===== src/verilog/reset_clock_pkg.sv =====
// Constants shared by the reset and clock front end
package reset_clock_pkg;

    // ****************************************
    // Clock division
    // ****************************************
    localparam int CLOCK_DIVIDE = 2;
    localparam int REF_CLOCK_HZ = 10000000;

    // ****************************************
    // Reset timing, in processor clock cycles; the power-up release in microseconds and reference cycles
    // ****************************************
    localparam int RESET_MIN_LOW_CYCLES = 4;
    localparam int FETCH_DELAY_CYCLES = 7;
    localparam logic [2:0] FETCH_COUNT_LAST = 3'h6;
    localparam logic [2:0] FETCH_COUNT_RESET = 3'h0;

    // Power-up release delay owed by the reset source
    localparam int POWER_UP_RELEASE_US = 50;
    localparam int POWER_UP_RELEASE_REF_CYCLES =
        (POWER_UP_RELEASE_US * (REF_CLOCK_HZ / 1000000) + 999999 * 0);

    // ****************************************
    // Bus status lines
    // ****************************************
    localparam int STATUS_WIDTH = 3;
    localparam logic [2:0] STATUS_INACTIVE = 3'h7;

    // ****************************************
    // Sequencer states
    // ****************************************
    typedef enum logic [1:0] {
        SEQ_RUN = 2'b00,
        SEQ_DRIVE_IDLE = 2'b01,
        SEQ_DORMANT = 2'b10,
        SEQ_WAKE = 2'b11
    } seq_state_t;

endpackage


===== src/verilog/processor_reset_clock_unit.sv =====
// Reset and clock front end of the I/O processor
`timescale 1ns/10ps
`default_nettype none

module processor_reset_clock_unit (
    input wire logic ref_clk,
    input wire logic reset,
    input wire logic reset_in_n,
    input wire logic [2:0] core_status,
    output logic system_clock_out,
    output logic reset_out,
    output logic fetch_start,
    output logic core_run,
    output logic [2:0] status_out,
    output logic status_oe_n
);

    // ****************************************
    // Clock divider
    // ****************************************
    // A toggle flop gives an exact half rate with a 50% duty cycle,
    // which a counter-based divider with odd ratios could not.
    logic system_clock_reg;
    logic system_clock_next;

    assign system_clock_next = ~system_clock_reg;

    always_ff @(posedge ref_clk) begin
        if (reset) begin
            system_clock_reg <= 1'b0;
        end else begin
            system_clock_reg <= system_clock_next;
        end
    end

    // A processor clock edge is the reference edge on which the
    // divided clock rises; the state register moves only then.
    logic proc_tick;

    assign proc_tick = ~system_clock_reg;

    // ****************************************
    // Reset input synchroniser
    // ****************************************
    // The reset input may change at any time relative to ref_clk.
    // Reset value low keeps the sequencer dormant until the pin is really seen high
    logic reset_in_sync;

    sync_two_ff #(
        .RESET_VALUE(1'b0)
    ) u_reset_sync (
        .ref_clk(ref_clk),
        .reset(reset),
        .async_in(reset_in_n),
        .sync_out(reset_in_sync)
    );

    logic reset_seen_low;
    logic reset_seen_high;

    // A pulse shorter than a processor clock may be missed; the
    // reset source is expected to hold the input low long enough.
    assign reset_seen_low = proc_tick & ~reset_in_sync;
    assign reset_seen_high = proc_tick & reset_in_sync;

    // ****************************************
    // Sequencer state
    // ****************************************
    reset_clock_pkg::seq_state_t state_reg;
    reset_clock_pkg::seq_state_t state_next;
    logic [2:0] fetch_count_reg;
    logic [2:0] fetch_count_next;

    logic in_run;
    logic in_drive_idle;
    logic in_dormant;
    logic in_wake;

    assign in_run = (state_reg == reset_clock_pkg::SEQ_RUN);
    assign in_drive_idle = (state_reg == reset_clock_pkg::SEQ_DRIVE_IDLE);
    assign in_dormant = (state_reg == reset_clock_pkg::SEQ_DORMANT);
    assign in_wake = (state_reg == reset_clock_pkg::SEQ_WAKE);

    logic fetch_due;

    assign fetch_due = in_wake & reset_seen_high
        & (fetch_count_reg == reset_clock_pkg::FETCH_COUNT_LAST);

    always_comb begin
        state_next = state_reg;
        case (state_reg)
            reset_clock_pkg::SEQ_RUN: begin
                if (reset_seen_low) begin
                    state_next = reset_clock_pkg::SEQ_DRIVE_IDLE;
                end
            end
            reset_clock_pkg::SEQ_DRIVE_IDLE: begin
                // One processor clock of idle drive, then the lines float
                if (proc_tick) begin
                    state_next = reset_clock_pkg::SEQ_DORMANT;
                end
            end
            reset_clock_pkg::SEQ_DORMANT: begin
                if (reset_seen_high) begin
                    state_next = reset_clock_pkg::SEQ_WAKE;
                end
            end
            reset_clock_pkg::SEQ_WAKE: begin
                if (reset_seen_low) begin
                    // Status lines already float, so skip the idle drive
                    state_next = reset_clock_pkg::SEQ_DORMANT;
                end else if (fetch_due) begin
                    state_next = reset_clock_pkg::SEQ_RUN;
                end
            end
            default: begin
                state_next = reset_clock_pkg::SEQ_DORMANT;
            end
        endcase
    end

    // Wake-up counter restarts each time reset is re-entered
    // It reaches the last count on the sixth tick, so the seventh fires the fetch
    logic fetch_count_step;

    assign fetch_count_step = in_wake & reset_seen_high;
    assign fetch_count_next = fetch_count_step ? (fetch_count_reg + 3'h1)
        : (in_wake ? fetch_count_reg : reset_clock_pkg::FETCH_COUNT_RESET);

    always_ff @(posedge ref_clk) begin
        if (reset) begin
            state_reg <= reset_clock_pkg::SEQ_DORMANT;
            fetch_count_reg <= reset_clock_pkg::FETCH_COUNT_RESET;
        end else begin
            state_reg <= state_next;
            fetch_count_reg <= fetch_count_next;
        end
    end

    // ****************************************
    // Reset output
    // ****************************************
    // Changes only on a processor clock edge, the same edge on which the
    // synchronised input is seen, so its width is whole periods.
    logic reset_out_next;

    assign reset_out_next = reset_seen_low ? 1'b1
        : (reset_seen_high ? 1'b0 : reset_out);

    always_ff @(posedge ref_clk) begin
        if (reset) begin
            reset_out <= 1'b1;
        end else begin
            reset_out <= reset_out_next;
        end
    end

    // ****************************************
    // Core run and fetch start
    // ****************************************
    // Run drops on the same tick that raises the reset output
    logic core_run_next;
    logic fetch_start_next;

    assign core_run_next = (in_run & ~reset_seen_low) | fetch_due;
    assign fetch_start_next = fetch_due;

    always_ff @(posedge ref_clk) begin
        if (reset) begin
            core_run <= 1'b0;
            fetch_start <= 1'b0;
        end else begin
            core_run <= core_run_next;
            fetch_start <= fetch_start_next;
        end
    end

    // ****************************************
    // Bus status lines
    // ****************************************
    // During run the core's status passes through one register so
    // the pins stay flop-driven; this costs one reference cycle.
    // Lines float from power-up until the first fetch.
    logic [2:0] status_next;
    logic status_oe_n_next;
    logic status_drive;

    assign status_drive = (in_run & ~reset_seen_low) | fetch_due;
    assign status_next = status_drive ? core_status
        : reset_clock_pkg::STATUS_INACTIVE;
    assign status_oe_n_next = ~(status_drive | (in_run & reset_seen_low)
        | (in_drive_idle & ~proc_tick));

    always_ff @(posedge ref_clk) begin
        if (reset) begin
            status_out <= reset_clock_pkg::STATUS_INACTIVE;
            status_oe_n <= 1'b1;
        end else begin
            status_out <= status_next;
            status_oe_n <= status_oe_n_next;
        end
    end

    // ****************************************
    // Divided clock output
    // ****************************************
    // No gate sits between the toggle flop and the pin
    assign system_clock_out = system_clock_reg;

endmodule // processor_reset_clock_unit

`default_nettype wire


===== src/verilog/sync_two_ff.sv =====
// Two flip-flop synchroniser for one asynchronous level
`timescale 1ns/10ps
`default_nettype none

module sync_two_ff #(
    parameter logic RESET_VALUE = 1'b0
) (
    input wire logic ref_clk,
    input wire logic reset,
    input wire logic async_in,
    output logic sync_out
);

    // ****************************************
    // Synchroniser
    // ****************************************
    // First stage is read only by the second stage
    logic meta_reg;

    always_ff @(posedge ref_clk) begin
        if (reset) begin
            meta_reg <= RESET_VALUE;
            sync_out <= RESET_VALUE;
        end else begin
            meta_reg <= async_in;
            sync_out <= meta_reg;
        end
    end

endmodule // sync_two_ff

`default_nettype wire


===== config.mk =====
export PLATFORM = sky130hd
export DESIGN_NAME = processor_reset_clock_unit
export DESIGN_NICKNAME = d
export VERILOG_FILES = /design/src/verilog/reset_clock_pkg.sv /design/src/verilog/processor_reset_clock_unit.sv /design/src/verilog/sync_two_ff.sv
export SDC_FILE = /design/constraint.sdc
export NUM_CORES = 1
export LEC_CHECK = 0
export BUFFER_PORTS_ARGS = -buffer_cell sky130_fd_sc_hd__buf_2
export CAP_MARGIN = 20
export CORE_AREA = 3 3 40 42
export CTS_CLUSTER_DIAMETER = 150
export CTS_CLUSTER_SIZE = 16
export DETAILED_ROUTE_END_ITERATION = 8
export DIE_AREA = 0 0 43 45
export GPL_ROUTABILITY_DRIVEN = 0
export GPL_TIMING_DRIVEN = 1
export SYNTH_ARGS = -nofsm -noshare
export SYNTH_HDL_FRONTEND = slang
export SYNTH_SLANG_ARGS = --single-unit

===== constraint.sdc =====
create_clock -name ref_clk -period 1.6 [get_ports ref_clk]
set_clock_uncertainty 0.05 [all_clocks]
set_input_delay 0.16 -clock ref_clk [delete_from_list [all_inputs] [get_ports ref_clk]]
set_output_delay 0.16 -clock ref_clk [all_outputs]
set_load 0.005 [all_outputs]

== After elaboration in Yosys (flattened, before gate mapping) ==
Index checks and enable logic that the tools add are counted.

* Logic and storage cells: 47
* Bits of input ports: 6
* Output and inout bits: 8
* Flip-flop bits (word level): 15

* Add/sub/neg operators: 1
* Reduce and logical (&&, ||, !) cells: 4
* Bitwise operators: 15
* Eq/ne operators: 9
* Muxes and demuxes: 8

{| class="wikitable"
|+ Operator list
! operator !! count
|-
| 2-bit 2-to-1 mux || 5
|-
| 2-bit one-hot mux with 4 select lines || 1
|-
| 1-bit AND || 7
|-
| 3-bit 2-to-1 mux || 2
|-
| 2-bit != test, second input constant || 3
|-
| 1-bit inverter || 5
|-
| 2-bit == test, second input constant || 2
|-
| 4-bit AND reduction || 1
|-
| 2-bit OR reduction || 2
|-
| 3-bit by 1-bit adder with 3-bit output, second input constant || 1
|-
| 3-bit == test, second input constant || 1
|-
| 3-bit by 2-bit != test with 1-bit output, second input constant || 1
|-
| 1-bit bitwise OR || 3
|-
| 2-bit by 1-bit == test with 1-bit output, second input constant || 1
|-
| 2-bit zero test || 1
|-
| 2-bit by 1-bit != test with 1-bit output, second input constant || 1
|}

== Logic depth before layout (Yosys ltp) ==
* Word-level depth: 8
* Gate-level depth with buffers: 5
* Gate-level depth less buffers: 5

== By module ==
A second synthesis with hierarchy kept.

* Cell total of the unflattened synthesis: 51
* Area, all modules: 541.8 µm²

{| class="wikitable"
|+ By module, submodules not included
! module !! area each (µm²) !! seq. area each (µm²) !! cells an instance !! times used
|-
| processor_reset_clock_unit || 489.2 || 260.2 || 47 || 1
|-
| sync_two_ff || 52.6 || 40.0 || 4 || 1
|}

== Least setup slack after synthesis ==
No wires, ideal clock.

* Kind: flip-flop to flip-flop
* Start: reg fetch_count_reg[0]
* End: reg status_out[0]
* Stages on the path, launching flop included: 6
* Arrival time: 909 ps
* Buffers on the path: 0
* Period minus slack after synthesis: 1079 ps
* Data required time: 1430 ps
* Path slack: 521 ps
* Library setup time: 120 ps
* Cells stage by stage: dfxtp_1 inv_1 ha_1 nand4b_1 o22ai_2 nand2b_1

* Word-level cells in the longest chain between the ends: 5

{| class="wikitable"
|+ RTL lines
! item !! RTL line !! text
|-
| from (decl) || processor_reset_clock_unit.sv:71 || <nowiki>logic [2:0] fetch_count_reg;</nowiki>
|-
| from (signal assigned) || processor_reset_clock_unit.sv:133 || <nowiki>fetch_count_reg <= reset_clock_pkg::FETCH_COUNT_RESET;</nowiki>
|-
| from (signal assigned) || processor_reset_clock_unit.sv:136 || <nowiki>fetch_count_reg <= fetch_count_next;</nowiki>
|-
| 3-bit == test || processor_reset_clock_unit.sv:87 || <nowiki>& (fetch_count_reg == reset_clock_pkg::FETCH_COUNT_LAST);</nowiki>
|-
| 1-bit AND || processor_reset_clock_unit.sv:87 ||
|-
| 1-bit bitwise OR || processor_reset_clock_unit.sv:188 || <nowiki>assign status_drive = (in_run & ~reset_seen_low) | fetch_due;</nowiki>
|-
| 1-bit inverter (no source line) || n/a ||
|-
| 2-bit OR reduction (no source line) || n/a ||
|-
| to (signal assigned) || processor_reset_clock_unit.sv:196 || <nowiki>status_out <= reset_clock_pkg::STATUS_INACTIVE;</nowiki>
|-
| to (signal assigned) || processor_reset_clock_unit.sv:199 || <nowiki>status_out <= status_next;</nowiki>
|-
| to (decl) || processor_reset_clock_unit.sv:14 || <nowiki>output logic [2:0] status_out,</nowiki>
|}

Every way passes these cells.
A chain may end at the register's enable or synchronous reset.

== Worst setup path after layout ==
* Start: reg fetch_count_reg[0]
* End: reg status_out[1]

Same word-level chain as after synthesis.

==> flow_metrics.tcl <==
set metrics [dict create \
    grt_antenna_before_repair 0 \
    finalSetupViolCount 0 \
    cts_made_buffers 3 \
    slowest_stage "dfxtp_1" \
    worst_slew_pin_slew_ns 0.277 \
    place_ws_ns 0.397 \
    dr.pass1.iters 3 \
    whs_ns 0.0209 \
    path_class "flip-flop to flip-flop" \
    yosysTopAreaCell "dfxtp_1" \
    synth_edf_count 0 \
    startpoint "fetch_count_reg[0]" \
    period_share_pct 75.2 \
    synth_cells 51 \
    io-pin-count 14 \
    clock_path_buffers 2 \
    grt_max_degree 11 \
    status "finished clean" \
    ir_drop_mv 0.459 \
    vias_per_cell 4.59 \
    cts_root_buf "clkbuf_4" \
    setup_ws_ns 0.397 \
    dieWidth_um 43 \
    cts_resized 0 \
    max_freq_mhz 831 \
    port_buffers 13 \
    fp.dieArea_um2 1940 \
    holdPathEnd "status_out[1]" \
    ys_seq_area_share_pct 55.4 \
    ys.flop_type "dfxtp_1" \
    synth_top_area_share_pct 55.4 \
    regToRegEndpoint "status_out[1]" \
    p_per_area_nw_per_um2 925 \
    cp_data_arrival_time_ns 1.32 \
    dp_cells 79 \
    reg2regPathDepth 5 \
    route.detailed.drc 0 \
    fill_cells 127 \
    post_cts_buffers 0 \
    leakage_nw 0.257 \
    drive_gt1_share_pct 24.3 \
    max-cap-violations 0 \
    regArea_um2 300 \
    antenna_left 0 \
    rr_startpoint "fetch_count_reg[0]" \
    nets 79 \
    htreeDepth 1 \
    ys_ff_latch 15 \
    synthTopCellsByArea "dfxtp_1 (55%), nand2b_1 (5.8%), ha_1 (4.6%)" \
    min_period_ns 1.20 \
    wire_per_inst_um 10.7 \
    area_delta_synth_final_pct 24.0 \
    start_util_pct 42.2 \
    synth.top_cells.by_count "dfxtp_1 (15), nor2_1 (6), nand2b_1 (5)" \
    rows 13 \
    core-area_um2 1280 \
    avgSynthCellArea_um2 10.6 \
    p_comb_share_pct 4.7 \
    holdPathStages 2 \
    wirelength_um 910 \
    finalSetupTns_ns 0 \
    cp.required_ns 1.72 \
    crit_buf_inv 1 \
    chipHeight_um 45 \
    synthesis.nets 59 \
    clk_latency_ns 0.27 \
    grt_pass1_wl_mm 1.39 \
    finalHoldViolations 0 \
    diodes 0 \
    pwr-share-clk_pct 33.2 \
    min_from "core_status[1]" \
    syn_area_um2 542 \
    async_reset_ff_share_pct 0 \
    layout.cells.non_filler 85 \
    grt_pass1_vias 346 \
    multiInputGateArea_um2 238 \
    grt_usage_pct 10.1 \
    switchingPower_uw 127 \
    clk_pin_slew_ns 0.08 \
    cts_tree "done" \
    rsz0062_at_grt "false" \
    start_kind "flip-flop" \
    synth.most_common_cell "dfxtp_1" \
    synth_cell_types 19 \
    first_iter_violations 12 \
    slew_violations 0 \
    seqPwrFrac_pct 62.1 \
    cp_top_family "flip-flops" \
    vias 390 \
    power.internal_uw 494 \
    clock-sinks 15 \
    slowest_delay_ns 0.34 \
    overflow 0 \
    cp_max_fo 4 \
    r2r_setup_slack_ns 0.40 \
    endpoint_kind "flip-flop" \
    crit_chain "inv_1, ha_1, nand4b_1, o22ai_2, nand2b_1" \
    relSlewSlack_pct 81.5 \
    hp-class "input pin to flip-flop" \
    ys.warnings.count 0 \
    p_sw_share_pct 20.5 \
]
-- worst reg2reg max path, cell delays in order (launching register included) --
cell and delay, ns:
dfxtp_1 0.34, inv_1 0.06, ha_1 0.19, nand4b_1 0.14, o22ai_2 0.23, nand2b_1 0.09
-- cell families (layout without fill, tap and decap cells) --
group / Yosys count / after routing / share of synthesized area [%]
buf+inv: 1 / 20 / 0.692
fa+ha+maj: 2 / 2 / 4.62
simple gates: 25 / 25 / 26.3
mux: 1 / 1 / 1.85
xor+xnor: 3 / 3 / 4.85
flops: 15 / 15 / 55.4
compound gates: 4 / 4 / 6.24
-- power groups by stage --
stage	combinational, mW	clock (mW)	sequential (mW)
global route	0.0315	0.238	0.387
finish	0.0290	0.206	0.386
floorplan	0.0140	0	0.393
global placement	0.0251	0	0.395
CTS	0.0255	0.219	0.386
detailed placement	0.0255	0	0.395
-- how the worst max path moves through the flow --
stage / to / slack (ns) / depth (start not counted)
global placement: status_out[1] / 0.42 / 5
detailed placement: status_out[1] / 0.40 / 5
finish: status_out[1] / 0.40 / 5
CTS: status_out[1] / 0.38 / 5
global route: status_out[1] / 0.28 / 5
floorplan: status_out[0] / 0.52 / 5
-- layer usage --
metal	routed length, um	GRT usage, %
met5	0	0
met4	12	7.23
met3	37	4.78
met2	438	14.1
met1	421	12.3
-- what timing repair did --
action                                 CTS  global route
setup endpoints to repair                0             0
hold buffers                             0             2
endpoints found under the hold margin    0             2
-- through the flow --
stage	utilization [%]	power [mW]	cell area [um^2]
after global placement	48.7	0.420	626
after floorplan	-	0.407	542
final	52.3	0.621	672
after detailed placement	48.7	0.421	626
after global routing	52.3	0.657	672
after CTS	50.7	0.630	652
-- area by class of cell --
| class | instances | share of cell area (%) |
|---|---|---|
| sequential | 15 | 44.7 |
| multi-input combinational | 35 | 35.4 |
| inverter | 1 | 0.559 |
| clock buffer | 4 | 3.91 |
| timing repair buffer | 15 | 12.7 |
| tap | 15 | 2.79 |
-- layout by cell type (no fill, tap or decap) --
master	count
ha_1	2
a31oi_1	1
inv_1	1
dlygate4sd3_1	2
buf_2	13
nand2b_1	5
dfxtp_1	15
nand4b_1	1
nor2_1	6
nor2b_1	4
a211oi_1	1
nand2_1	2
xor2_1	2
clkbuf_4	3
or3_1	2
nand3b_1	2
and2b_1	1
nand4_1	2
mux2i_1	1
o21bai_1	1
xnor2_1	1
o22ai_2	1
clkbuf_1	1
No activity file was read; power rests on OpenSTA's default activity.
